===== src/hdl/lbus_pkg.sv =====
package lbus_pkg;
    localparam int addr_w = 32;
    localparam int offset_w = 12;
    localparam int code_w = 4;
    localparam int beats_w = 3;
    localparam int line_offset_w = 4;
    localparam logic [beats_w-1:0] read_beats = 3'h4;
    localparam logic [beats_w-1:0] max_write_beats = 3'h4;
    localparam logic [beats_w-1:0] min_burst_beats = 3'h2;
    localparam logic [beats_w-1:0] single_beat = 3'h1;
    localparam logic [1:0] grant_wait_clocks = 2'h1;
    localparam logic strap_first_family = 1'b0;

    // one master transaction requested by the bridge core
    typedef struct packed {
        logic [addr_w-1:0] addr;
        logic [code_w-1:0] code;
        logic read;
        logic [beats_w-1:0] beats;
    } master_req_t;

    // slave address phase as seen by the bridge core
    typedef struct packed {
        logic [addr_w-1:0] addr;
        logic [offset_w-1:0] offset;
        logic read;
    } slave_addr_t;

    typedef enum logic [2:0] {
        st_idle = 3'b000,
        st_request = 3'b001,
        st_grant_wait = 3'b010,
        st_address = 3'b011,
        st_data = 3'b100,
        st_negate = 3'b101
    } master_state_t;
endpackage


===== src/hdl/pin_sync.sv =====
`timescale 1ns/1ps
// three-stage pin synchroniser; the output moves only when stages two and three agree
module pin_sync #(
    parameter logic RESET_VALUE = 1'b1
) (
    input wire logic mclk,
    input wire logic nrst,
    input wire logic pin,
    output logic level
);
    logic meta;
    logic stage2;
    logic stage3;

    always_ff @(posedge mclk) begin
        if (!nrst) begin
            meta <= RESET_VALUE;
            stage2 <= RESET_VALUE;
            stage3 <= RESET_VALUE;
        end else begin
            meta <= pin;
            stage2 <= meta;
            stage3 <= stage2;
        end
    end

    always_ff @(posedge mclk) begin
        if (!nrst) begin
            level <= RESET_VALUE;
        end else if (stage2 == stage3) begin
            level <= stage3;
        end
    end
endmodule // pin_sync


===== src/hdl/local_bus_address_arbitration_port.sv =====
`timescale 1ns/1ps
module local_bus_address_arbitration_port
    import lbus_pkg::*;
(
    input wire logic mclk,
    input wire logic nrst,
    input wire logic async_arbitration,
    input wire logic master_start,
    input wire lbus_pkg::master_req_t master_req,
    input wire logic beat_done,
    output logic master_busy,
    output logic master_error,
    output logic master_done,
    input wire logic [lbus_pkg::addr_w-1:0] addr_in,
    output logic [lbus_pkg::addr_w-1:0] addr_out,
    output logic addr_oe,
    output logic [lbus_pkg::code_w-1:0] address_type,
    output logic address_type_oe,
    input wire logic transfer_start_n,
    input wire logic read_write_in,
    output logic read_write_out,
    input wire logic bus_grant_n,
    output logic bus_request_n,
    input wire logic bus_busy_n_in,
    output logic bus_busy_n_out,
    output logic bus_busy_n_oe,
    input wire logic burst_data_in_progress_n_in,
    output logic burst_data_in_progress_n_out,
    output logic burst_data_in_progress_n_oe,
    input wire logic transfer_error_ack_n_in,
    output logic transfer_error_ack_n_out,
    output logic transfer_error_ack_n_oe,
    input wire logic slave_selected,
    input wire logic slave_error,
    input wire logic slave_end,
    output logic slave_addr_valid,
    output lbus_pkg::slave_addr_t slave_addr,
    output logic slave_last_beat_next,
    output logic second_family
);
    import lbus_pkg::*;

    master_state_t state;
    master_req_t cur;
    logic [beats_w-1:0] beats_left;
    logic [1:0] grant_wait;
    logic grant_sync;
    logic busy_sync;
    logic grant_seen;
    logic busy_seen;
    logic slave_driving;
    logic error_in;
    logic progress_in;
    logic data_end;
    logic next_bus_request_n;

    // grant and busy pins from the far side cross through four flops in the synchronous arbitration mode
    pin_sync #(.RESET_VALUE(1'b1)) grant_sync_i (
        .mclk(mclk),
        .nrst(nrst),
        .pin(bus_grant_n),
        .level(grant_sync)
    );

    pin_sync #(.RESET_VALUE(1'b1)) busy_sync_i (
        .mclk(mclk),
        .nrst(nrst),
        .pin(bus_busy_n_in),
        .level(busy_sync)
    );

    // async mode takes the pins on the edge; synchronous mode waits for the filter
    always_comb begin
        if (async_arbitration) begin
            grant_seen = !bus_grant_n;
            busy_seen = !bus_busy_n_in;
        end else begin
            grant_seen = !grant_sync;
            busy_seen = !busy_sync;
        end
    end

    // shared bus lines sampled once per edge; the far party keeps them stable around the edge
    assign error_in = !transfer_error_ack_n_in;
    assign progress_in = !burst_data_in_progress_n_in;

    // last data edge of a master transfer, normal end or error
    assign data_end = state == st_data && (error_in || (beat_done && beats_left == single_beat));

    // strap followed on every reset edge while our progress driver is off; frozen at release
    always_ff @(posedge mclk) begin
        if (!nrst) begin
            second_family <= burst_data_in_progress_n_in != strap_first_family;
        end
    end

    // master arbitration and address phase
    always_ff @(posedge mclk) begin
        if (!nrst) begin
            state <= st_idle;
            cur <= '0;
            grant_wait <= 2'h0;
        end else begin
            case (state)
                st_idle: begin
                    if (master_start) begin
                        cur <= master_req;
                        if (master_req.read) begin
                            cur.beats <= (master_req.beats > single_beat) ? read_beats : single_beat;
                            // cacheline alignment of four-beat reads
                            cur.addr <= (master_req.beats > single_beat) ?
                                {master_req.addr[addr_w-1:line_offset_w], {line_offset_w{1'b0}}} :
                                master_req.addr;
                        end else if (master_req.beats > max_write_beats) begin
                            cur.beats <= max_write_beats;
                        end else if (master_req.beats == '0) begin
                            cur.beats <= single_beat;
                        end
                        state <= st_request;
                    end
                end
                st_request: begin
                    // grant alone is not enough; the previous owner must have let go
                    if (grant_seen && !busy_seen) begin
                        grant_wait <= grant_wait_clocks;
                        state <= st_grant_wait;
                    end
                end
                st_grant_wait: begin
                    if (grant_wait > 2'h1) begin
                        grant_wait <= grant_wait - 2'h1;
                    end else if (second_family || grant_wait == 2'h1) begin
                        state <= st_address;
                    end
                end
                st_address: begin
                    state <= st_data;
                end
                st_data: begin
                    if (data_end) begin
                        state <= st_negate;
                    end
                end
                st_negate: begin
                    state <= st_idle;
                end
                default: state <= st_idle;
            endcase
        end
    end

    always_ff @(posedge mclk) begin
        if (!nrst) begin
            beats_left <= '0;
        end else if (state == st_address) begin
            beats_left <= cur.beats;
        end else if (state == st_data && beat_done && beats_left != '0) begin
            beats_left <= beats_left - single_beat;
        end
    end

    // request held from the start pulse until grant is seen with the bus free
    always_comb begin
        next_bus_request_n = 1'b1;
        case (state)
            st_idle: begin
                if (master_start) begin
                    next_bus_request_n = 1'b0;
                end
            end
            st_request: begin
                if (!(grant_seen && !busy_seen)) begin
                    next_bus_request_n = 1'b0;
                end
            end
            default: begin
                next_bus_request_n = 1'b1;
            end
        endcase
    end

    // request line, launched from the clock edge
    always_ff @(posedge mclk) begin
        if (!nrst) begin
            bus_request_n <= 1'b1;
        end else begin
            bus_request_n <= next_bus_request_n;
        end
    end

    // busy asserted while owning, negated actively for one clock, then released
    always_ff @(posedge mclk) begin
        if (!nrst) begin
            bus_busy_n_out <= 1'b1;
            bus_busy_n_oe <= 1'b0;
        end else begin
            case (state)
                st_grant_wait: begin
                    bus_busy_n_out <= 1'b1;
                    bus_busy_n_oe <= 1'b0;
                end
                st_address, st_data: begin
                    bus_busy_n_out <= 1'b0;
                    bus_busy_n_oe <= 1'b1;
                end
                st_negate: begin
                    bus_busy_n_out <= 1'b1;
                    bus_busy_n_oe <= 1'b1;
                end
                default: begin
                    bus_busy_n_out <= 1'b1;
                    bus_busy_n_oe <= 1'b0;
                end
            endcase
        end
    end

    // address, type and direction launched after the edge while master
    always_ff @(posedge mclk) begin
        if (!nrst) begin
            addr_out <= '0;
            addr_oe <= 1'b0;
            address_type <= '0;
            address_type_oe <= 1'b0;
            read_write_out <= 1'b1;
        end else if (state == st_address || state == st_data) begin
            addr_out <= cur.addr;
            addr_oe <= 1'b1;
            address_type <= cur.code;
            address_type_oe <= 1'b1;
            read_write_out <= cur.read;
        end else begin
            addr_oe <= 1'b0;
            address_type_oe <= 1'b0;
        end
    end

    // progress line only on write bursts, asserted until the second-last beat completes
    always_ff @(posedge mclk) begin
        if (!nrst) begin
            burst_data_in_progress_n_out <= 1'b1;
            burst_data_in_progress_n_oe <= 1'b0;
        end else if (state == st_address) begin
            burst_data_in_progress_n_oe <= 1'b1;
            burst_data_in_progress_n_out <= !(!cur.read && cur.beats >= min_burst_beats);
        end else if (state == st_data) begin
            burst_data_in_progress_n_oe <= 1'b1;
            if (beat_done && beats_left <= min_burst_beats) begin
                burst_data_in_progress_n_out <= 1'b1;
            end
        end else begin
            burst_data_in_progress_n_out <= 1'b1;
            burst_data_in_progress_n_oe <= 1'b0;
        end
    end

    always_ff @(posedge mclk) begin
        if (!nrst) begin
            master_busy <= 1'b0;
        end else begin
            master_busy <= state != st_idle || master_start;
        end
    end

    always_ff @(posedge mclk) begin
        if (!nrst) begin
            master_done <= 1'b0;
        end else begin
            master_done <= data_end;
        end
    end

    always_ff @(posedge mclk) begin
        if (!nrst) begin
            master_error <= 1'b0;
        end else begin
            master_error <= data_end && error_in;
        end
    end

    // slave address capture on the transfer start edge
    always_ff @(posedge mclk) begin
        if (!nrst) begin
            slave_addr_valid <= 1'b0;
        end else begin
            slave_addr_valid <= !transfer_start_n && !addr_oe;
        end
    end

    always_ff @(posedge mclk) begin
        if (!nrst) begin
            slave_addr <= '0;
        end else if (!transfer_start_n && !addr_oe) begin
            slave_addr.addr <= addr_in;
            slave_addr.offset <= addr_in[offset_w-1:0];
            slave_addr.read <= read_write_in;
        end
    end

    // slave sees the external master flag the second-last beat
    always_ff @(posedge mclk) begin
        if (!nrst) begin
            slave_last_beat_next <= 1'b0;
        end else begin
            slave_last_beat_next <= !addr_oe && progress_in;
        end
    end

    // error ack: driven only as selected slave, one clock of negation before release
    always_ff @(posedge mclk) begin
        if (!nrst) begin
            slave_driving <= 1'b0;
            transfer_error_ack_n_out <= 1'b1;
            transfer_error_ack_n_oe <= 1'b0;
        end else if (slave_selected && !addr_oe && !slave_end) begin
            slave_driving <= 1'b1;
            transfer_error_ack_n_out <= !slave_error;
            transfer_error_ack_n_oe <= 1'b1;
        end else if (slave_driving) begin
            slave_driving <= 1'b0;
            transfer_error_ack_n_out <= 1'b1;
            transfer_error_ack_n_oe <= 1'b1;
        end else begin
            transfer_error_ack_n_out <= 1'b1;
            transfer_error_ack_n_oe <= 1'b0;
        end
    end
endmodule // local_bus_address_arbitration_port


===== config.mk =====
export PLATFORM = sky130hd
export DESIGN_NAME = local_bus_address_arbitration_port
export DESIGN_NICKNAME = d
export VERILOG_FILES = /design/src/hdl/lbus_pkg.sv /design/src/hdl/pin_sync.sv /design/src/hdl/local_bus_address_arbitration_port.sv
export SDC_FILE = /design/constraint.sdc
export NUM_CORES = 1
export LEC_CHECK = 0
export ABC_AREA = 0
export BUFFER_PORTS_ARGS = -buffer_cell sky130_fd_sc_hd__buf_2
export CORE_ASPECT_RATIO = 1.5
export CORE_MARGIN = 3
export CORE_UTILIZATION = 40
export DETAILED_ROUTE_END_ITERATION = 12
export PLACE_DENSITY = 0.7
export SLEW_MARGIN = 20
export SYNTH_ARGS = -nofsm -noshare
export SYNTH_HDL_FRONTEND = slang
export SYNTH_HIERARCHICAL = 1
export SYNTH_SLANG_ARGS = --single-unit

===== constraint.sdc =====
create_clock -name mclk -period 1.5 [get_ports mclk]
set_clock_uncertainty 0.05 [all_clocks]
set_input_delay 0.15 -clock mclk [delete_from_list [all_inputs] [get_ports mclk]]
set_output_delay 0.15 -clock mclk [all_outputs]
set_load 0.01 [all_outputs]

# Yosys cells after proc, flatten, opt, wreduce, memory -nomap -nowiden

Cells that the tools add are included.

Register bits: 153
Bits in latches: 0
Bits in writable memories: 0
Bits in read-only memories: 0
Output and inout bits: 97
Word-level logic and storage cells: 133
Memories: 0

Add/sub/neg operators: 2
$mul: 0
Divide/modulo/power cells: 0
Magnitude comparators: 5
Equality and inequality tests: 16
Shift-type cells: 0
Muxes and demuxes: 33
Bitwise operators: 0
Reduce and logical (&&, ||, !) cells: 41

Operators by type and width:

| cell                                                                                | number |
|---|---|
| 3-bit 2-to-1 mux                                                                    | 11 |
| 1-bit 2-to-1 mux                                                                    | 15 |
| 3-bit case mux with 5 select lines                                                  | 1 |
| 1-bit zero test                                                                     | 13 |
| 1-bit logical AND                                                                   | 12 |
| 2-bit inequality test, second input constant                                        | 6 |
| 4-bit 2-to-1 mux                                                                    | 2 |
| 3-bit by 1-bit == test with 1-bit output, second input constant                     | 2 |
| 3-bit by 2-bit == test with 1-bit output, second input constant                     | 2 |
| 3-bit == test, second input constant                                                | 2 |
| 3-bit zero test                                                                     | 2 |
| 3-bit nonzero test                                                                  | 2 |
| 5-bit AND reduction                                                                 | 1 |
| 1-bit logical OR                                                                    | 4 |
| 2-bit 2-to-1 mux                                                                    | 2 |
| 2-bit case mux with 2 select lines                                                  | 1 |
| 2-bit AND reduction                                                                 | 2 |
| 2-bit nonzero test                                                                  | 2 |
| 3-bit by 2-bit greater-or-equal comparator with 1-bit output, second input constant | 1 |
| 3-bit by 1-bit greater-than comparator with 1-bit output, second input constant     | 1 |
| 3-bit greater-than comparator, second input constant                                | 1 |
| 3-bit by 2-bit less-or-equal comparator with 1-bit output, second input constant    | 1 |
| 3-bit by 2-bit inequality test with 1-bit output, second input constant             | 1 |
| 3-bit AND reduction                                                                 | 1 |
| other kinds (8)                                                                     | 9 |

# Depth between registers and ports, before layout

Gate-level depths: netlist of the first run.

Depth after elaboration: 6
Mapped depth: 6
Gate-level depth less buffers: 6

# By module

The synthesis of the first run kept the hierarchy.

By module, submodules not included:

| module                             | times used | cells each | area an instance (µm²) | seq. area each (µm²) |
|---|---|---|---|---|
| local_bus_address_arbitration_port | 1          | 509        | 4,744.6                | 2,652.5 |
| pin_sync                           | 2          | 10         | 112.6                  | 80.1 |

# Worst setup path after synthesis of the first run

No wires, ideal clock.

Kind: reg2reg
Start point: register state[1]
End point: register cur[10] (netlist name)
Library setup time: 0.128 ns
Arrival time: 1.445 ns
Required time: 1.322 ns
Slack: -0.124 ns
Stages on the path, launching flop included: 7
Path buffers: 3
Cells stage by stage: dfxtp_1 > buf_6 > or4b_4 > buf_6 > buf_6 > a22oi_2 > nor2_1

Cells in the longest elaborated chain, start to end: 2

RTL lines:

| item                          | RTL line                                  | RTL |
|---|---|---|
| from (decl)                   | local_bus_address_arbitration_port.sv:43  | `master_state_t state;` |
| from (signal assigned)        | local_bus_address_arbitration_port.sv:100 | `state <= st_idle;` |
| from (signal assigned)        | local_bus_address_arbitration_port.sv:119 | `state <= st_request;` |
| from (signal assigned)        | local_bus_address_arbitration_port.sv:126 | `state <= st_grant_wait;` |
| 3-bit zero test               | local_bus_address_arbitration_port.sv:104 | `case (state)` |
| 2-bit AND reduction (no line) | n/a                                       |  |
| to (signal assigned)          | local_bus_address_arbitration_port.sv:107 | `cur <= master_req;` |
| to (decl)                     | local_bus_address_arbitration_port.sv:44  | `master_req_t cur;` |

Every way passes these cells.
A chain may end at the register's enable or synchronous reset.

# Worst setup path in the final report of the first run

Start point: register state[2]
End point: register cur[10] (netlist name)

The elaborated chain is that of the path after synthesis.

==> impl_metrics.py, run 1 <==
metrics = {
    "run_status": {
        "status": "finished with violations",
        "violations": "negative setup slack",
    },
    "sta": {
        "setup-violations-final": 19,
        "tightest_slew_ns": 0.642,
        "timing.final.crit_period_ns": 1.55,
        "relSlewSlack": 0.572,
        "rsz0062_at_grt": "yes",
        "slew_violations": 0,
        "fin_ws_ns": -0.0480,
        "timing.fmax_mhz": 646,
        "hold_viol": 0,
        "fin_crit_sh": 1.03,
    },
    "pwr": {
        "p_comb_frac": 0.112,
        "p_sw_frac": 0.240,
        "vdd_drop_max_v": 0.000824,
        "power.share.clock": 0.442,
        "p_per_area_nw_per_um2": 1170,
        "leakage_uw": 0.00345,
        "power_frac_seq": 0.446,
        "power_switching_uw": 2140,
        "p_int_uw": 6790,
    },
    "synthesis": {
        "synth_cells": 529,
        "synth_area_leaders": "dfxtp_1 56%, nand2_1 10%, a21oi_1 7.9%",
        "yosysWarnings": 6,
        "netlist_area_um2": 4970,
        "yosysTopAreaCellShare": 0.560,
        "synth.distinct_cells": 46,
        "ys_ff_latch": 140,
        "synth-async-reset-ratio": 0,
        "synth_edf_count": 1,
        "synthFlopType": "dfxtp_1",
        "yosysTopAreaCell": "dfxtp_1",
        "avgSynthCellArea_um2": 9.39,
        "syn_nets": 620,
        "seq_area_frac_synth": 0.566,
    },
    "flow_run": {
        "drv_cap": 0,
    },
    "floorplanning": {
        "core_um2": 12100,
        "std_cell_rows": 49,
        "ios": 183,
        "start_util": 0.411,
        "die_h_um": 143,
        "fp.dieW_um": 97.0,
        "die-area_um2": 13800,
    },
    "place": {
        "port_buffers": 182,
        "pre_cts_ws_ns": -0.0834,
        "dpl_cell_area_um2": 6090,
        "place_hpwl_um": 9470,
        "place.gp.congestion": 0.823,
    },
    "detailed_routing": {
        "dr.pass1.iters": 4,
        "post-route-drc-count": 0,
        "dr_total_vias": 4803,
        "ant_nets": 0,
        "vias_per_cell": 4.99,
        "drt_iter0_drc": 198,
        "wirelength_um": 15200,
        "wire_per_inst_um": 15.8,
    },
    "worst_setup_path": {
        "startpoint_type": "register",
        "cp_top_family": "simple AND/OR/NAND/NOR gates",
        "cp.required_ns": 1.72,
        "crit_path_top_delay_cell": "or4b_4",
        "cp_slowest_stage_delay_ns": 0.62,
        "cp.arrival_ns": 1.77,
        "critical_path_buf_inv_count": 1,
        "cp_max_fo": 11,
        "path_cells": "or4b_4 > buf_6 > a22oi_2 > nor2_1",
        "critPathKind": "register to register",
        "cp-end-kind": "register",
    },
    "clock_network": {
        "cts_tree": "built",
        "clk_pin_slew_ns": 0.06,
        "cts_num_sinks": 140,
        "cts_root_buffer": "clkbuf_16",
        "cts_buffer_depth": 2,
        "clk_latency_ns": 0.41,
        "numCtsBuffers": 17,
        "htree_levels": 4,
    },
    "layout": {
        "stdcell_area_um2": 7620,
        "nFillCells": 957,
        "drive_gt1_frac": 0.353,
        "area_growth_pct": 53.4,
        "nNetsFinal": 886,
    },
    "grt": {
        "grt_use_total": 0.215,
        "antenna_found_initial": 0,
        "grt_first_pass_wirelength_um": 24000,
        "first_global_vias": 4930,
        "grt-ovfl-total": 0,
        "grt_max_degree": 60,
    },
    "min_path": {
        "hold_path_class": "input pin to register",
    },
}
## stage by stage
step           std cells  hold slack, ns   util  power [uW]  setup TNS (ns)
6_report             962          0.0397  0.631        8930          -0.338
5_1_grt              961          0.0449  0.631        9290           -2.09
4_1_cts              956          0.0201  0.619        8950          -0.687
3_5_place_dp         845           0.270  0.504        4830           -3.55
3_3_place_gp         845           0.266  0.504        4810           -1.16
2_1_floorplan        529           0.162      -        4490           -2.00
## routing by layer
layer | global-route usage | vias up | share of wire
met5 | 0 | - | 0
met4 | 0.132 | 0 | 0.044
met1 | 0.225 | 2281 | 0.36
met2 | 0.386 | 145 | 0.56
li1 | - | 2323 | -
met3 | 0.0515 | 54 | 0.042
## placed cells by master, fill, tap and decap left out, drive strengths merged, types with 3 or more instances in the layout
cell and count:
a22o 36, nand2 134, clkbuf 22, ha 5
nand2b 11, nor4b 3, dfxtp 139, a21oi 78
dlygate4sd3 78, nor3 5, o21ai 6, a22oi 4
nand3 5, buf 215, a2bb2oi 3, inv 10
nor2 18, clkinv 7
## worst reg2reg max path, stage by stage, from the launching register on
cell and delay, ns:
dfxtp_2 0.34, or4b_4 0.62, buf_6 0.19, a22oi_2 0.16, nor2_1 0.05
## cells by family after synthesis
| kind of cell | Yosys count | synth area share |
|---|---|---|
| AND/OR/NAND/NOR | 187 | 0.169 |
| flip-flops | 140 | 0.566 |
| AO/OA/AOI/OAI | 139 | 0.186 |
| buffers and inverters | 56 | 0.0629 |
| adder cells (fa/ha/maj) | 5 | 0.0126 |
| XOR/XNOR | 1 | 0.00176 |
| multiplexers | 1 | 0.00227 |
## power groups by stage
stage                     registers (uW)  clock network (uW)  logic (uW)
final                               3980                3950        1000
after global routing                3990                4200        1090
after CTS                           3970                4030         952
after detailed placement            4050                   0         780
after global placement              4050                   0         761
after floorplan                     4060                   0         427
## final timing paths
| kind | startpoint | to | slack (ns) | depth (start not counted) |
|---|---|---|---|---|
| setup / recovery | state[2]$_SDFFE_PN0P_ | cur[10]$_SDFFE_PN0P_ | -0.05 | 4 |
| hold / removal | master_start | master_busy$_SDFF_PN0_ | 0.04 | 3 |
| setup reg to reg | state[2]$_SDFFE_PN0P_ | cur[10]$_SDFFE_PN0P_ | -0.05 | 4 |
| hold reg to reg | busy_sync_i/meta$_SDFF_PN1_ | busy_sync_i/stage2$_SDFF_PN1_ | 0.36 | 1 |
## sequential cells by signal, indices dropped and copies added, names as in the netlist, 2 cells and up
name and count:
grant_wait 2, beats_left 3, state 3, slave_addr 33, addr_out 32, cur 40, address_type 4
## area by class of cell
| cell class | instances | area, um2 | area share |
|---|---|---|---|
| Multi-Input combinational cell | 333 | 1960 | 0.257 |
| Inverter | 9 | 33.8 | 0.00443 |
| Clock buffer | 21 | 470 | 0.0617 |
| Tap cell | 153 | 191 | 0.0251 |
| Antenna cell | 1 | 2.50 | 0.000328 |
| Sequential cell | 140 | 2820 | 0.370 |
| Clock inverter | 11 | 92.6 | 0.0121 |
| Timing Repair Buffer | 294 | 2050 | 0.269 |
## synth_stat cells, drive strengths merged (4+ instances only)
cell and instances:
ha 5, a22o 36, a22oi 4, dfxtp 139, a21oi 78, nand3 5, nand2 134, clkbuf 14
buf 33, nand2b 11, nor3 5, o21ai 6, inv 9, nor2 18
## what timing repair did
action                                 in CTS  in global routing
endpoints found under the hold margin      80                  0
pin swaps                                   4                 11
cloned                                      0                  1
buffers inserted                            1                  4
hold buffers                               78                  0
gates resized for setup                     8                 23
setup endpoints to repair                  71                113
No activity file was read; power rests on OpenSTA's default activity.
==> run 2: changes to the inputs <==
- CORE_MARGIN: 3 -> 4
- PLACE_DENSITY: 0.7 -> 0.77
- REMOVE_ABC_BUFFERS: unset -> 1
==> impl_metrics.py, run 2 (synthesis results as in run 1) <==
metrics = {
    "floorplanning": {
        "fp.dieW_um": 99.0,
        "std_cell_rows": 49,
        "die_h_um": 145,
        "start_util": 0.411,
        "ios": 183,
        "core_um2": 12100,
        "die-area_um2": 14300,
    },
    "sta": {
        "timing.final.crit_period_ns": 1.59,
        "setup-violations-final": 42,
        "tightest_slew_ns": 0.377,
        "timing.fmax_mhz": 627,
        "rsz0062_at_grt": "yes",
        "relSlewSlack": 0.746,
        "hold_slack_ns": 0.0462,
        "final.setup.tns_ns": -1.98,
        "hold_viol": 0,
        "fin_crit_sh": 1.06,
        "fin_ws_ns": -0.0943,
        "slew_violations": 0,
    },
    "worst_setup_path": {
        "cp-end-kind": "register",
        "critPathKind": "register to register",
        "startpoint_type": "register",
        "crit_start": "state[0]$_SDFFE_PN0P_",
        "r2r-start": "state[0]$_SDFFE_PN0P_",
        "rr_worst_depth": 5,
        "cp.arrival_ns": 1.89,
        "cp_max_fo": 6,
        "r2r_slack_ns": -0.09,
        "cp.required_ns": 1.80,
        "reg2reg_to": "cur[0]$_SDFFE_PN0P_",
    },
    "grt": {
        "grt_max_degree": 36,
        "grt-ovfl-total": 0,
        "grt_use_total": 0.221,
        "antenna_found_initial": 0,
        "first_global_vias": 5187,
        "grt_first_pass_wirelength_um": 25100,
    },
    "detailed_routing": {
        "post-route-drc-count": 0,
        "dr.pass1.iters": 4,
        "ant_nets": 0,
        "drt_iter0_drc": 204,
        "wirelength_um": 16600,
        "dr_total_vias": 4953,
        "vias_per_cell": 5.07,
        "wire_per_inst_um": 17.0,
    },
    "min_path": {
        "min_from": "beat_done",
        "hold_path_class": "input pin to register",
        "holdPathStages": 3,
        "holdPathEnd": "burst_data_in_progress_n_out$_SDFFE_PN1P_",
    },
    "layout": {
        "largest_reg_flops": 40,
        "final_common_cell": "buf_2",
        "reg_top3": "cur x40, slave_addr x33, addr_out x32",
        "top_register": "cur",
        "area_growth_pct": 62.6,
        "layout_common_cells": "182 x buf_2, 133 x dfxtp_1, 112 x nand2_1",
        "stdcell_count": 976,
        "stdcell_area_um2": 8080,
        "nNetsFinal": 901,
        "n_antenna_cell": 0,
        "drive_gt1_frac": 0.408,
    },
    "clock_network": {
        "cts_root_buffer": "clkbuf_16",
        "clk_latency_ns": 0.41,
        "htree_levels": 4,
        "clk_pin_slew_ns": 0.06,
        "cts_num_sinks": 140,
        "cts_buffer_depth": 2,
        "cts_tree": "built",
        "numCtsBuffers": 17,
    },
    "place": {
        "pre_cts_ws_ns": -0.0724,
        "port_buffers": 182,
        "post-place-cells": 849,
        "place.gp.congestion": 0.823,
        "place_hpwl_um": 9130,
        "dpl_cell_area_um2": 6090,
    },
    "run_status": {
        "status": "finished with violations",
        "violations": "negative setup slack",
    },
    "pwr": {
        "leakage_uw": 0.00371,
        "p_per_area_nw_per_um2": 1220,
        "vdd_drop_max_v": 0.000720,
    },
    "flow_run": {
        "drv_cap": 0,
    },
}
[run 2: cell count changes in the layout (fill, tap and decap cells not counted), moves of 6 or more]
cell | previous run | this run
nand2_4 | 0 | 17
clkinv_2 | 6 | 0
a21oi_1 | 76 | 57
a21oi_2 | 2 | 21
nand2_1 | 134 | 112
[run 2: how the worst max path moves through the flow]
stage                             endpoint  slack [ns]  cells past startpoint
4_1_cts               cur[11]$_SDFFE_PN0P_       -0.03                      4
6_report               cur[0]$_SDFFE_PN0P_       -0.09                      5
2_1_floorplan  read_write_out$_SDFFE_PN1P_       -0.77                      3
5_1_grt                cur[0]$_SDFFE_PN0P_       -0.16                      5
3_3_place_gp           cur[4]$_SDFFE_PN0P_       -0.04                      4
3_5_place_dp          cur[39]$_SDFFE_PN0P_       -0.07                      4
[run 2: routing by layer]
metal  global-route usage  share of wire  wire length, um  vias up
met5                    0              0                0        -
met4                0.125          0.025              418        0
met3               0.0623          0.069             1150       33
met2                0.400           0.55             9180      223
met1                0.228           0.35             5830     2343
li1                     -              -                -     2354
[run 2: layout make-up]
type | instances | area, um2
Fill cell | 852 | 4000
Tap cell | 153 | 191
Sequential cell | 140 | 2820
Inverter | 9 | 33.8
Timing Repair Buffer | 308 | 2230
Multi-Input combinational cell | 334 | 2130
Clock inverter | 13 | 199
Clock buffer | 19 | 464
[run 2: what timing repair did]
action                                 4_1_cts  5_1_grt
pin swaps                                   11       48
setup endpoints to repair                   75       86
cloned                                       3        2
hold buffers                                79        0
endpoints found under the hold margin       80        0
gates resized for setup                     33       67
buffers inserted                             9        2
[run 2: worst max-delay path, stage by stage, from the launching register on]
cell	delay, ns
dfxtp_4	0.36
buf_4	0.14
or4b_4	0.58
a211oi_2	0.24
a21oi_1	0.07
nor2_1	0.10
[run 2: stage by stage]
stage / power [uW] / util
5_1_grt: 10200 / 0.669
6_report: 9850 / 0.669
3_3_place_gp: 4800 / 0.504
3_5_place_dp: 4820 / 0.504
4_1_cts: 9730 / 0.643
2_1_floorplan: 4410 / -
[run 2: power breakdown]
part	switching (uW)	total [uW]	internal [uW]	leakage, uW
Clock	1680	4650	2970	0.000325
Sequential	90.3	3970	3880	0.00115
Combinational	608	1230	625	0.00223
